**config.mk**
```make
export PLATFORM = sky130hd
export DESIGN_NAME = flash_status_write_control
export DESIGN_NICKNAME = d
export VERILOG_FILES = /design/src/rtl/flash_status_pkg.sv /design/src/rtl/link_if.sv /design/src/rtl/flash_status_write_control.sv /design/src/rtl/serial_frontend.sv
export SDC_FILE = /design/constraint.sdc
export NUM_CORES = 1
export LEC_CHECK = 0
export BUFFER_PORTS_ARGS = -buffer_cell sky130_fd_sc_hd__clkbuf_2
export CORE_MARGIN = 5
export CORE_UTILIZATION = 40
export CTS_CLUSTER_SIZE = 25
export DETAILED_ROUTE_END_ITERATION = 8
export GPL_ROUTABILITY_DRIVEN = 0
export GPL_TIMING_DRIVEN = 1
export PLACE_DENSITY = 0.55
export SLEW_MARGIN = 25
export SYNTH_ARGS = -nofsm -noshare
export SYNTH_HDL_FRONTEND = slang
export SYNTH_SLANG_ARGS = --single-unit
```
**constraint.sdc**
```tcl
create_clock -name clk -period 2.3 [get_ports clk]
set_input_delay 0.345 -clock clk [delete_from_list [all_inputs] [get_ports clk]]
set_output_delay 0.345 -clock clk [all_outputs]
set_load 0.005 [all_outputs]
```
**src/rtl/flash_status_pkg.sv**
```systemverilog
/*
 * constants for the status and configuration register logic of the serial flash:
 * opcodes, bit positions, guard encodings, timing and frame states.
 * assumes a 40 MHz system clock and mode 0 serial framing.
 */
package flash_status_pkg;
   // opcodes
   localparam logic [7:0] OP_WR_ENABLE   = 8'h06;
   localparam logic [7:0] OP_WR_DISABLE  = 8'h04;
   localparam logic [7:0] OP_VOL_ENABLE  = 8'h50;
   localparam logic [7:0] OP_STAT_WR_LO  = 8'h01;
   localparam logic [7:0] OP_STAT_WR_HI  = 8'h31;
   localparam logic [7:0] OP_STAT_RD_LO  = 8'h05;
   localparam logic [7:0] OP_STAT_RD_HI  = 8'h35;
   localparam logic [7:0] OP_SUSPEND     = 8'h75;
   localparam logic [7:0] OP_RESUME      = 8'h7A;

   // status byte low positions
   localparam int BUSY_POS       = 0;
   localparam int LATCH_POS      = 1;
   localparam int AREA_LSB       = 2;
   localparam int GUARD_LOW_POS  = 7;
   // status byte high positions
   localparam int GUARD_HIGH_POS = 0;
   localparam int QUAD_POS       = 1;
   localparam int PSUS_POS       = 2;
   localparam int LOCK_LSB       = 3;
   localparam int INVERT_POS     = 6;
   localparam int ESUS_POS       = 7;

   // writable positions of each byte
   localparam logic [7:0] LOW_WR_MASK  = 8'hFC;
   localparam logic [7:0] HIGH_WR_MASK = 8'h7B;
   localparam logic [15:0] CFG_RESET   = 16'h0000;

   // register guard encodings {high, low}
   localparam logic [1:0] GUARD_SOFT     = 2'h0;
   localparam logic [1:0] GUARD_HW       = 2'h1;
   localparam logic [1:0] GUARD_LOCKDOWN = 2'h2;

   localparam logic [4:0] OPCODE_BITS = 5'h08;
   localparam logic [4:0] WRITE_BITS  = 5'h10;

   localparam int CLK_PERIOD_NS   = 25;
   localparam int STAT_WR_TIME_NS = 5000;
   localparam int STAT_WR_CYCLES  = (STAT_WR_TIME_NS + CLK_PERIOD_NS - 1) / CLK_PERIOD_NS;
   localparam int WR_CNT_W        = $clog2(STAT_WR_CYCLES + 1);

   typedef enum logic [1:0] {
      FR_IDLE   = 2'b00,
      FR_OPCODE = 2'b01,
      FR_READ   = 2'b10,
      FR_DATA   = 2'b11
   } frame_state_t;
endpackage : flash_status_pkg

```
**src/rtl/link_if.sv**
```systemverilog
/*
 * decoded serial link events passed from the pin front end to the status core.
 * all members are in the clk domain; pins are synchronised before reaching here.
 */
`timescale 1ns/1ps
interface link_if;
   logic       cs_active;
   logic       frame_start;
   logic       frame_end;
   logic       sck_rise;
   logic       sck_fall;
   logic       byte_done;
   logic [4:0] bit_cnt;
   logic [7:0] shift;
   modport fe   (output cs_active, frame_start, frame_end, sck_rise, sck_fall, byte_done, bit_cnt, shift);
   modport core (input  cs_active, frame_start, frame_end, sck_rise, sck_fall, byte_done, bit_cnt, shift);
endinterface : link_if

```
**src/rtl/flash_status_write_control.sv**
```systemverilog
/*
 * status and configuration register logic of a serial flash: write latch,
 * busy flag, page locks, suspend flags, quad pin enable, status write and
 * volatile status write, register guard protection, status byte readout.
 * assumes external array sequencers report busy, done, abort and an opcode
 * seen pulse, and the non-volatile store presents its bits at nv_status.
 */
// Overview of operation
// - no array or non-volatile status write without latch
// - write latch clear after reset
// - latch cleared on disable, completion or abort
// - partial opcode abort keeps latch
// - busy high through each self-timed cycle
// - lock bits mark pages locked, block writes
// - erase suspended flag set/cleared by commands
// - program suspended flag set/cleared by commands
// - quad enable turns pins bidirectional
// - status write only after exactly eight data bits
// - chip select rise starts cycle, latch clears after
// - only writable bits change, refused when protected
// - low byte layout guard, area, latch, busy
// - high byte layout erase suspend, invert, locks, program suspend, quad, guard
// - working copy loaded from non-volatile at reset
// - volatile enable grants one low status write
// - guard 01 with pin low locks register outside quad mode
// - guard 10 locks until power cycle
// - status byte repeats while clocked
`timescale 1ns/1ps
module flash_status_write_control (
   input  wire logic        clk,
   input  wire logic        resetn,
   input  wire logic        cs_n,
   input  wire logic        sck,
   input  wire logic        si,
   output logic             so,
   output logic             so_oe,
   input  wire logic        wp_n_in,
   output logic             wp_n_out,
   output logic             wp_n_oe,
   input  wire logic        hold_n_in,
   output logic             hold_n_out,
   output logic             hold_n_oe,
   input  wire logic        quad_drive,
   input  wire logic [1:0]  quad_dout,
   output logic             hold_active,
   input  wire logic [15:0] nv_status,
   output logic             nv_write,
   output logic [15:0]      nv_data,
   input  wire logic        array_cmd_seen,
   input  wire logic        sec_cmd,
   input  wire logic [1:0]  sec_page,
   input  wire logic        array_busy,
   input  wire logic        array_done,
   input  wire logic        array_abort,
   input  wire logic        erase_active,
   input  wire logic        program_active,
   output logic             array_go,
   output logic             suspend_go,
   output logic             resume_go,
   output logic             write_latch_flag,
   output logic             busy_flag,
   output logic [2:0]       page_lock,
   output logic [4:0]       area_guard,
   output logic             guard_invert,
   output logic             quad_pins_enable
);
   localparam int WR_CYC = flash_status_pkg::STAT_WR_CYCLES;

   link_if lk ();
   serial_frontend u_fe (
      .clk    (clk),
      .resetn (resetn),
      .cs_n   (cs_n),
      .sck    (sck),
      .si     (si),
      .lk     (lk)
   );

   flash_status_pkg::frame_state_t state_ff;
   logic [1:0]                     pin1_ff;
   logic [1:0]                     pin2_ff;
   logic [15:0]                    cfg_ff;
   logic                           loaded_ff;
   logic                           write_latch_ff;
   logic                           vol_armed_ff;
   logic                           erase_susp_ff;
   logic                           prog_susp_ff;
   logic                           wr_busy_ff;
   logic [flash_status_pkg::WR_CNT_W-1:0] wr_cnt_ff;
   logic [15:0]                    pend_ff;
   logic [7:0]                     op_ff;
   logic                           rd_high_ff;
   logic [2:0]                     out_idx_ff;
   logic [7:0]                     out_sh_ff;
   logic                           so_ff;
   logic                           nv_write_ff;
   logic                           array_go_ff;
   logic                           suspend_go_ff;
   logic                           resume_go_ff;

   logic [7:0] stat_low;
   logic [7:0] stat_high;
   logic [1:0] guard;
   logic       wp_level;
   logic       locked;
   logic       end8;
   logic       sw_end;
   logic       vol_path;
   logic       sw_ok;
   logic       sw_abort;
   logic       sw_done;
   logic       we_set;
   logic       busy;

   // merges a written byte into the working copy, read-only positions kept
   function automatic logic [15:0] merge(input logic [15:0] cur, input logic high, input logic [7:0] d);
      logic [15:0] r;
      r = cur;
      if (high) begin
         r[15:8] = (d & flash_status_pkg::HIGH_WR_MASK) | (cur[15:8] & ~flash_status_pkg::HIGH_WR_MASK);
      end else begin
         r[7:0] = (d & flash_status_pkg::LOW_WR_MASK) | (cur[7:0] & ~flash_status_pkg::LOW_WR_MASK);
      end
      return r;
   endfunction : merge

   function automatic logic is_op(input logic [7:0] a, input logic [7:0] b);
      return a == b;
   endfunction : is_op

   // wp at bit 1, hold at bit 0
   always_ff @(posedge clk or negedge resetn) begin
      if (!resetn) begin
         pin1_ff <= 2'h3;
         pin2_ff <= 2'h3;
      end else begin
         pin1_ff <= {wp_n_in, hold_n_in};
         pin2_ff <= pin1_ff;
      end
   end

   // byte layouts
   assign stat_low  = {cfg_ff[7:2], write_latch_ff, busy};
   assign stat_high = {erase_susp_ff, cfg_ff[14:11], prog_susp_ff, cfg_ff[9:8]};
   assign guard     = {cfg_ff[8 + flash_status_pkg::GUARD_HIGH_POS], cfg_ff[flash_status_pkg::GUARD_LOW_POS]};
   // in quad mode the pin carries data, so its protection role is dropped
   assign wp_level  = cfg_ff[8 + flash_status_pkg::QUAD_POS] | pin2_ff[1];
   assign locked    = (guard == flash_status_pkg::GUARD_LOCKDOWN)
                    | ((guard == flash_status_pkg::GUARD_HW) & ~wp_level);
   assign busy      = wr_busy_ff | array_busy;

   assign end8     = lk.frame_end & (lk.bit_cnt == flash_status_pkg::OPCODE_BITS) & (state_ff != flash_status_pkg::FR_IDLE);
   assign we_set   = end8 & is_op(op_ff, flash_status_pkg::OP_WR_ENABLE) & ~busy;
   assign sw_end   = lk.frame_end & (state_ff == flash_status_pkg::FR_DATA);
   assign vol_path = vol_armed_ff & is_op(op_ff, flash_status_pkg::OP_STAT_WR_LO);
   assign sw_ok    = sw_end & (lk.bit_cnt == flash_status_pkg::WRITE_BITS)
                   & (write_latch_ff | vol_path) & ~locked & ~busy;
   assign sw_abort = sw_end & ~sw_ok;
   assign sw_done  = wr_busy_ff & (wr_cnt_ff == (flash_status_pkg::WR_CNT_W)'(WR_CYC - 1));

   // frame sequencing: opcode, then data, status readout or ignore
   always_ff @(posedge clk or negedge resetn) begin
      if (!resetn) begin
         state_ff   <= flash_status_pkg::FR_IDLE;
         op_ff      <= 8'h00;
         rd_high_ff <= 1'b0;
      end else if (lk.frame_start) begin
         state_ff <= flash_status_pkg::FR_OPCODE;
      end else if (lk.frame_end) begin
         state_ff <= flash_status_pkg::FR_IDLE;
      end else if (lk.byte_done && lk.bit_cnt == flash_status_pkg::OPCODE_BITS) begin
         op_ff <= lk.shift;
         case (state_ff)
            flash_status_pkg::FR_OPCODE: begin
               if (is_op(lk.shift, flash_status_pkg::OP_STAT_RD_LO) || is_op(lk.shift, flash_status_pkg::OP_STAT_RD_HI)) begin
                  state_ff   <= flash_status_pkg::FR_READ;
                  rd_high_ff <= is_op(lk.shift, flash_status_pkg::OP_STAT_RD_HI);
               end else if (is_op(lk.shift, flash_status_pkg::OP_STAT_WR_LO) || is_op(lk.shift, flash_status_pkg::OP_STAT_WR_HI)) begin
                  state_ff <= flash_status_pkg::FR_DATA;
               end
            end
            default: begin
               state_ff <= state_ff;
            end
         endcase
      end
   end

   // working copy: loaded once after reset release, then updated by writes
   always_ff @(posedge clk or negedge resetn) begin
      if (!resetn) begin
         cfg_ff    <= flash_status_pkg::CFG_RESET;
         loaded_ff <= 1'b0;
      end else if (!loaded_ff) begin
         loaded_ff <= 1'b1;
         cfg_ff    <= merge(merge(flash_status_pkg::CFG_RESET, 1'b0, nv_status[7:0]), 1'b1, nv_status[15:8]);
         if ({nv_status[8 + flash_status_pkg::GUARD_HIGH_POS], nv_status[flash_status_pkg::GUARD_LOW_POS]}
             == flash_status_pkg::GUARD_LOCKDOWN) begin
            cfg_ff[8 + flash_status_pkg::GUARD_HIGH_POS] <= 1'b0;
            cfg_ff[flash_status_pkg::GUARD_LOW_POS]      <= 1'b0;
         end
      end else if (sw_ok && vol_path) begin
         cfg_ff <= merge(cfg_ff, 1'b0, lk.shift);
      end else if (sw_done) begin
         cfg_ff <= pend_ff;
      end
   end

   // self-timed status write cycle; a refused write never starts it
   always_ff @(posedge clk or negedge resetn) begin
      if (!resetn) begin
         wr_busy_ff <= 1'b0;
         wr_cnt_ff  <= '0;
         pend_ff    <= 16'h0000;
      end else if (sw_ok && !vol_path) begin
         wr_busy_ff <= 1'b1;
         wr_cnt_ff  <= '0;
         pend_ff    <= merge(cfg_ff, is_op(op_ff, flash_status_pkg::OP_STAT_WR_HI), lk.shift);
      end else if (sw_done) begin
         wr_busy_ff <= 1'b0;
      end else if (wr_busy_ff) begin
         wr_cnt_ff <= wr_cnt_ff + 1'b1;
      end
   end

   always_ff @(posedge clk or negedge resetn) begin
      if (!resetn) begin
         nv_write_ff <= 1'b0;
      end else begin
         nv_write_ff <= sw_done;
      end
   end

   // set wins over every clear; a partial opcode never reaches these terms
   always_ff @(posedge clk or negedge resetn) begin
      if (!resetn) begin
         write_latch_ff <= 1'b0;
      end else if (we_set) begin
         write_latch_ff <= 1'b1;
      end else if ((end8 && is_op(op_ff, flash_status_pkg::OP_WR_DISABLE)) || sw_done
                   || (sw_abort && !vol_path) || array_done || array_abort) begin
         write_latch_ff <= 1'b0;
      end
   end

   // volatile grant lasts for exactly one following low status write frame
   always_ff @(posedge clk or negedge resetn) begin
      if (!resetn) begin
         vol_armed_ff <= 1'b0;
      end else if (end8 && is_op(op_ff, flash_status_pkg::OP_VOL_ENABLE)) begin
         vol_armed_ff <= 1'b1;
      end else if (sw_end && is_op(op_ff, flash_status_pkg::OP_STAT_WR_LO)) begin
         vol_armed_ff <= 1'b0;
      end
   end

   always_ff @(posedge clk or negedge resetn) begin
      if (!resetn) begin
         erase_susp_ff <= 1'b0;
         prog_susp_ff  <= 1'b0;
         suspend_go_ff <= 1'b0;
         resume_go_ff  <= 1'b0;
      end else begin
         suspend_go_ff <= end8 & is_op(op_ff, flash_status_pkg::OP_SUSPEND) & (erase_active | program_active);
         resume_go_ff  <= end8 & is_op(op_ff, flash_status_pkg::OP_RESUME);
         if (end8 && is_op(op_ff, flash_status_pkg::OP_SUSPEND)) begin
            erase_susp_ff <= erase_susp_ff | erase_active;
            prog_susp_ff  <= prog_susp_ff | program_active;
         end else if (end8 && is_op(op_ff, flash_status_pkg::OP_RESUME)) begin
            erase_susp_ff <= 1'b0;
            prog_susp_ff  <= 1'b0;
         end
      end
   end

   // array commands pass only with the latch set and the page unlocked
   always_ff @(posedge clk or negedge resetn) begin
      if (!resetn) begin
         array_go_ff <= 1'b0;
      end else begin
         array_go_ff <= array_cmd_seen & write_latch_ff & ~busy
                      & ~(sec_cmd & (sec_page != 2'h3) & cfg_ff[8 + flash_status_pkg::LOCK_LSB + sec_page]);
      end
   end

   // readout: drive on falling sck, fresh byte at each byte start
   always_ff @(posedge clk or negedge resetn) begin
      if (!resetn) begin
         out_idx_ff <= 3'h0;
         out_sh_ff  <= 8'h00;
         so_ff      <= 1'b0;
      end else if (lk.frame_start) begin
         out_idx_ff <= 3'h0;
      end else if (lk.sck_fall && state_ff == flash_status_pkg::FR_READ) begin
         out_idx_ff <= out_idx_ff + 3'h1;
         if (out_idx_ff == 3'h0) begin
            so_ff     <= rd_high_ff ? stat_high[7] : stat_low[7];
            out_sh_ff <= {rd_high_ff ? stat_high[6:0] : stat_low[6:0], 1'b0};
         end else begin
            so_ff     <= out_sh_ff[7];
            out_sh_ff <= {out_sh_ff[6:0], 1'b0};
         end
      end
   end

   assign so               = so_ff;
   assign so_oe            = lk.cs_active & (state_ff == flash_status_pkg::FR_READ);
   assign wp_n_out         = quad_dout[0];
   assign hold_n_out       = quad_dout[1];
   assign wp_n_oe          = cfg_ff[8 + flash_status_pkg::QUAD_POS] & quad_drive;
   assign hold_n_oe        = cfg_ff[8 + flash_status_pkg::QUAD_POS] & quad_drive;
   assign hold_active      = ~cfg_ff[8 + flash_status_pkg::QUAD_POS] & ~pin2_ff[0];
   assign nv_write         = nv_write_ff;
   assign nv_data          = cfg_ff;
   assign array_go         = array_go_ff;
   assign suspend_go       = suspend_go_ff;
   assign resume_go        = resume_go_ff;
   assign write_latch_flag = write_latch_ff;
   assign busy_flag        = busy;
   assign page_lock        = cfg_ff[8 + flash_status_pkg::LOCK_LSB +: 3];
   assign area_guard       = cfg_ff[flash_status_pkg::AREA_LSB +: 5];
   assign guard_invert     = cfg_ff[8 + flash_status_pkg::INVERT_POS];
   assign quad_pins_enable = cfg_ff[8 + flash_status_pkg::QUAD_POS];
endmodule : flash_status_write_control

```
**src/rtl/serial_frontend.sv**
```systemverilog
/*
 * serial front end: synchronises chip select, serial clock and serial input,
 * finds clock edges and frame boundaries, counts bits and shifts data in.
 * assumes the serial clock is much slower than clk (at least 4 clk per half period).
 */
`timescale 1ns/1ps
module serial_frontend (
   input  wire logic clk,
   input  wire logic resetn,
   input  wire logic cs_n,
   input  wire logic sck,
   input  wire logic si,
   link_if.fe        lk
);
   logic [2:0] s1_ff;
   logic [2:0] s2_ff;
   logic       cs_prev_ff;
   logic       sck_prev_ff;
   logic [4:0] cnt_ff;
   logic [7:0] shift_ff;
   logic       done_ff;

   // two-stage synchronisers, cs at bit 2, sck at bit 1, si at bit 0
   always_ff @(posedge clk or negedge resetn) begin
      if (!resetn) begin
         s1_ff <= 3'h7;
         s2_ff <= 3'h7;
      end else begin
         s1_ff <= {cs_n, sck, si};
         s2_ff <= s1_ff;
      end
   end

   always_ff @(posedge clk or negedge resetn) begin
      if (!resetn) begin
         cs_prev_ff  <= 1'b1;
         sck_prev_ff <= 1'b1;
      end else begin
         cs_prev_ff  <= s2_ff[2];
         sck_prev_ff <= s2_ff[1];
      end
   end

   assign lk.cs_active   = ~s2_ff[2];
   assign lk.frame_start = ~s2_ff[2] & cs_prev_ff;
   assign lk.frame_end   = s2_ff[2] & ~cs_prev_ff;
   assign lk.sck_rise    = ~s2_ff[2] & s2_ff[1] & ~sck_prev_ff;
   assign lk.sck_fall    = ~s2_ff[2] & ~s2_ff[1] & sck_prev_ff;

   // count saturates so overlong frames stay distinguishable from exact ones
   always_ff @(posedge clk or negedge resetn) begin
      if (!resetn) begin
         cnt_ff   <= 5'h00;
         shift_ff <= 8'h00;
         done_ff  <= 1'b0;
      end else begin
         done_ff <= lk.sck_rise & (cnt_ff[2:0] == 3'h7) & (cnt_ff != 5'h1F);
         if (lk.frame_start) begin
            cnt_ff <= 5'h00;
         end else if (lk.sck_rise) begin
            shift_ff <= {shift_ff[6:0], s2_ff[0]};
            if (cnt_ff != 5'h1F) begin
               cnt_ff <= cnt_ff + 5'h01;
            end
         end
      end
   end

   assign lk.bit_cnt   = cnt_ff;
   assign lk.shift     = shift_ff;
   assign lk.byte_done = done_ff;
endmodule : serial_frontend

```
==> impl_results.md <==
* Inserted Diodes at 0
* Commonest non-fill, non-tap cell in the layout: dfrtp_1
* Max IR drop VDD at 557 µV
* CP Launch Type: register
* GR Util met3 at 0.0486
* Power Total at 4150 µW
* Max cap viols at 0
* Final Max Slew Viols at 0
* Synth top area share at 0.440
* Cell count after synthesis at 416
* Power Dens Cells at 720 mW/mm²
* Final Setup Violations at 0
* Largest net degree at the start of global routing at 44
* Max Clock Freq at 452 MHz
* Residual DRC at 0
* Routed length per placed instance at 17.5 µm
* Post-Syn Nets at 462
* Clk sinks at 98
* Vias per cell at 5.24
* CTS root buf: clkbuf_16
* GR peak layer: met2
* Crit Path Class: register to register
* Clock transition at path regs at 0.07 ns
* I/O pin total at 74
* First drt pass iteration count at 4
* M1 GR Usage at 0.221
* Core area at 0.0120 mm²
* Setup crit end kind: register
* DP Cell Count at 621
* Skew final at 0.00543 ns
* FILL cells at 1140
* Part of the power in registers at 0.478
* Die outline height at 121 µm
* Combinational share of power at 0.106
* Synth warnings at 0
* Status: finished, final reports clean
* I/O Buffers at 65
* Post-CTS setup buffers at 0
* H-tree levels at 3
* Data required time of the worst path at 2.54 ns
* R2R Setup Slk at 0.09 ns
* Die Wd at 121 µm
* Sw Share at 0.249
* WHS Path Cells at 1
* Buffer depth of the longest clock path at 2
* Syn avg cell area at 11.8 µm²
* Slew headroom at 0.531
* Die ar. at 0.0146 mm²
* Met2 GRT Util at 0.255
* Nets at 532
* Power Internal at 3120 µW
* Final HPWL DP at 8020 µm
* Synth top area cells: dfrtp_1 44%, mux2_2 9.0%, dfstp_2 6.4%, mux2i_1 4.9%, mux2_4 3.7%
* Main synth FF type: dfrtp_1
* Number of global-route vias before repair at 3431
* Num rows at 40
* First DRT Iteration DRCs at 147
* Clock Latency Late Sink at 0.35 ns
* Setup TNS at 0 ns
* R2R Path Start: wr_cnt_ff[4]$_DFFE_PN0P_
* Synthesized area at 0.00490 mm²
* CTS Buf Count at 9
* GR Util All Layers at 0.163
* Layout cells sized above 1 at 0.360
* Yosys reg bits at 98
* Ys async rst share at 1.00
* Commonest non-fill, non-tap cells in the layout: 86 x dfrtp_1, 64 x clkbuf_2, 39 x mux2_2, 31 x nor2_1, 26 x nand2_1
* Largest area contributor in the synthesized netlist: dfrtp_1
* Worst R2R End: nv_data[7]$_DFFE_PN0P_
* First-pass GRT wire length at 18200 µm
* Layout area overhead at 17.6%
* Starting Density at 0.408
* NetSw at 1030 µW
* Leak at 0.00275 µW
* Number of synthesized flops with an enable pin at 0
* Netlist cell types at 54
* CP max FO at 3
* Total gr overflow at 0
* Fin crit period at 2.21 ns
* Worst hold path class: input port to register
* WHS at 0.0681 ns
* Clock Power Share at 0.416
* Hold endpoint: pin1_ff[0]$_DFF_PN1_
* FF-to-FF path depth at 5
* Final Hold Viols at 0
* DR vias at 3343
* Worst Tran Pin Value at 0.703 ns
* Total Wirelength at 11200 µm
* Post-Layout Cell Count at 638
* Number of routed nets with antenna violations at 0
* WP data arrival at 2.46 ns
* Worst hold start: hold_n_in
* Seq/Total Area, Yosys at 0.504
* Tcrit/Tclk final at 0.962
* Initial antenna violation count at 0
* CTS tree: done
==> state kept, by name (all words and copies together) (netlist names), 3 cells and up <==
signal and flops:
pend_ff 16, nv_data 16, u_fe.s2_ff 3, out_sh_ff 7, out_idx_ff 3, u_fe.s1_ff 3, u_fe.lk.shift 8, wr_cnt_ff 8
op_ff 8, u_fe.lk.bit_cnt 5
==> Yosys cell counts, types with 3 or more instances <==
master and count:
a211o_1 6, a21oi_1 10, a22o_1 3, and3_1 7
buf_4 13, buf_6 5, clkbuf_1 10, dfrtp_1 86
dfstp_2 12, ha_1 11, inv_1 21, mux2_2 39
mux2_4 12, mux2i_1 24, nand2_1 26, nand3_1 6
nand4_1 9, nor2_1 31, nor2b_1 5, nor3_1 3
nor4_1 7, nor4b_2 3, o21ai_0 11, o22ai_1 5
or3_1 3, xor2_1 9
==> routing by layer <==
metal	vias to the layer above	part of all wire	wire [µm]
li1	1609	-	-
met1	1663	0.48	5380
met2	59	0.47	5240
met3	12	0.037	419
met4	0	0.012	133
met5	-	0	0
==> worst max path at each step <==
stage                             startpoint                     end  slack, ns
floorplan           wr_cnt_ff[4]$_DFFE_PN0P_  nv_data[7]$_DFFE_PN0P_       0.14
global placement    wr_cnt_ff[4]$_DFFE_PN0P_  nv_data[7]$_DFFE_PN0P_       0.10
detailed placement   u_fe.s2_ff[2]$_DFF_PN1_  pend_ff[2]$_DFFE_PN0N_       0.08
CTS                  u_fe.s2_ff[2]$_DFF_PN1_  pend_ff[2]$_DFFE_PN0N_       0.06
global route         u_fe.s2_ff[2]$_DFF_PN1_  pend_ff[2]$_DFFE_PN0N_    -0.0005
finish              wr_cnt_ff[4]$_DFFE_PN0P_  nv_data[7]$_DFFE_PN0P_       0.09
==> per-stage QoR <==
| stage | setup slack, ns | utilization | cell area (µm²) |
|---|---|---|---|
| 4_1_cts | 0.0590 | 0.479 | 5750 |
| 2_1_floorplan | 0.138 | - | 4900 |
| 3_5_place_dp | 0.0842 | 0.449 | 5400 |
| 6_report | 0.0882 | 0.479 | 5760 |
| 5_1_grt | -0.000480 | 0.479 | 5760 |
| 3_3_place_gp | 0.102 | 0.449 | 5400 |
==> cell families after synthesis <==
family                   synth area share
flip-flops                          0.504
AND/OR/NAND/NOR                     0.138
other                            0.000766
AO/OA/AOI/OAI                      0.0675
multiplexers                        0.185
XOR/XNOR                           0.0197
buffers and inverters              0.0570
adder cells (fa/ha/maj)            0.0281
==> critical path, cell delays in order, from the launching register on <==
cell,delay [ns]
dfrtp_1,0.41
or4b_4,0.56
or3_1,0.52
clkinv_4,0.08
mux2_2,0.32
a31o_2,0.22
==> final cells by class <==
cell class | count | area [µm²] | share of cell area
Tap cell | 147 | 184 | 0.0319
Inverter | 22 | 87.6 | 0.0152
Clock buffer | 9 | 225 | 0.0391
Timing Repair Buffer | 87 | 520 | 0.0904
Multi-Input combinational cell | 268 | 2160 | 0.374
Sequential cell | 98 | 2470 | 0.429
Clock inverter | 7 | 118 | 0.0204
==> power by group through the flow <==
stage                     logic [µW]  registers [µW]  clock network [µW]
after floorplan                  296            1930                   0
after global placement           430            2010                   0
after detailed placement         441            2010                   0
after CTS                        444            1980                1780
after global routing             490            1990                1850
final                            439            1980                1730
==> repair_timing <==
item | in CTS | in global routing
hold endpoints to repair | 31 | 0
hold buffers | 1 | 0
endpoints found under the setup margin | 0 | 15
resized for setup | 0 | 1
Note: power is estimated with default switching activity, not from simulation.
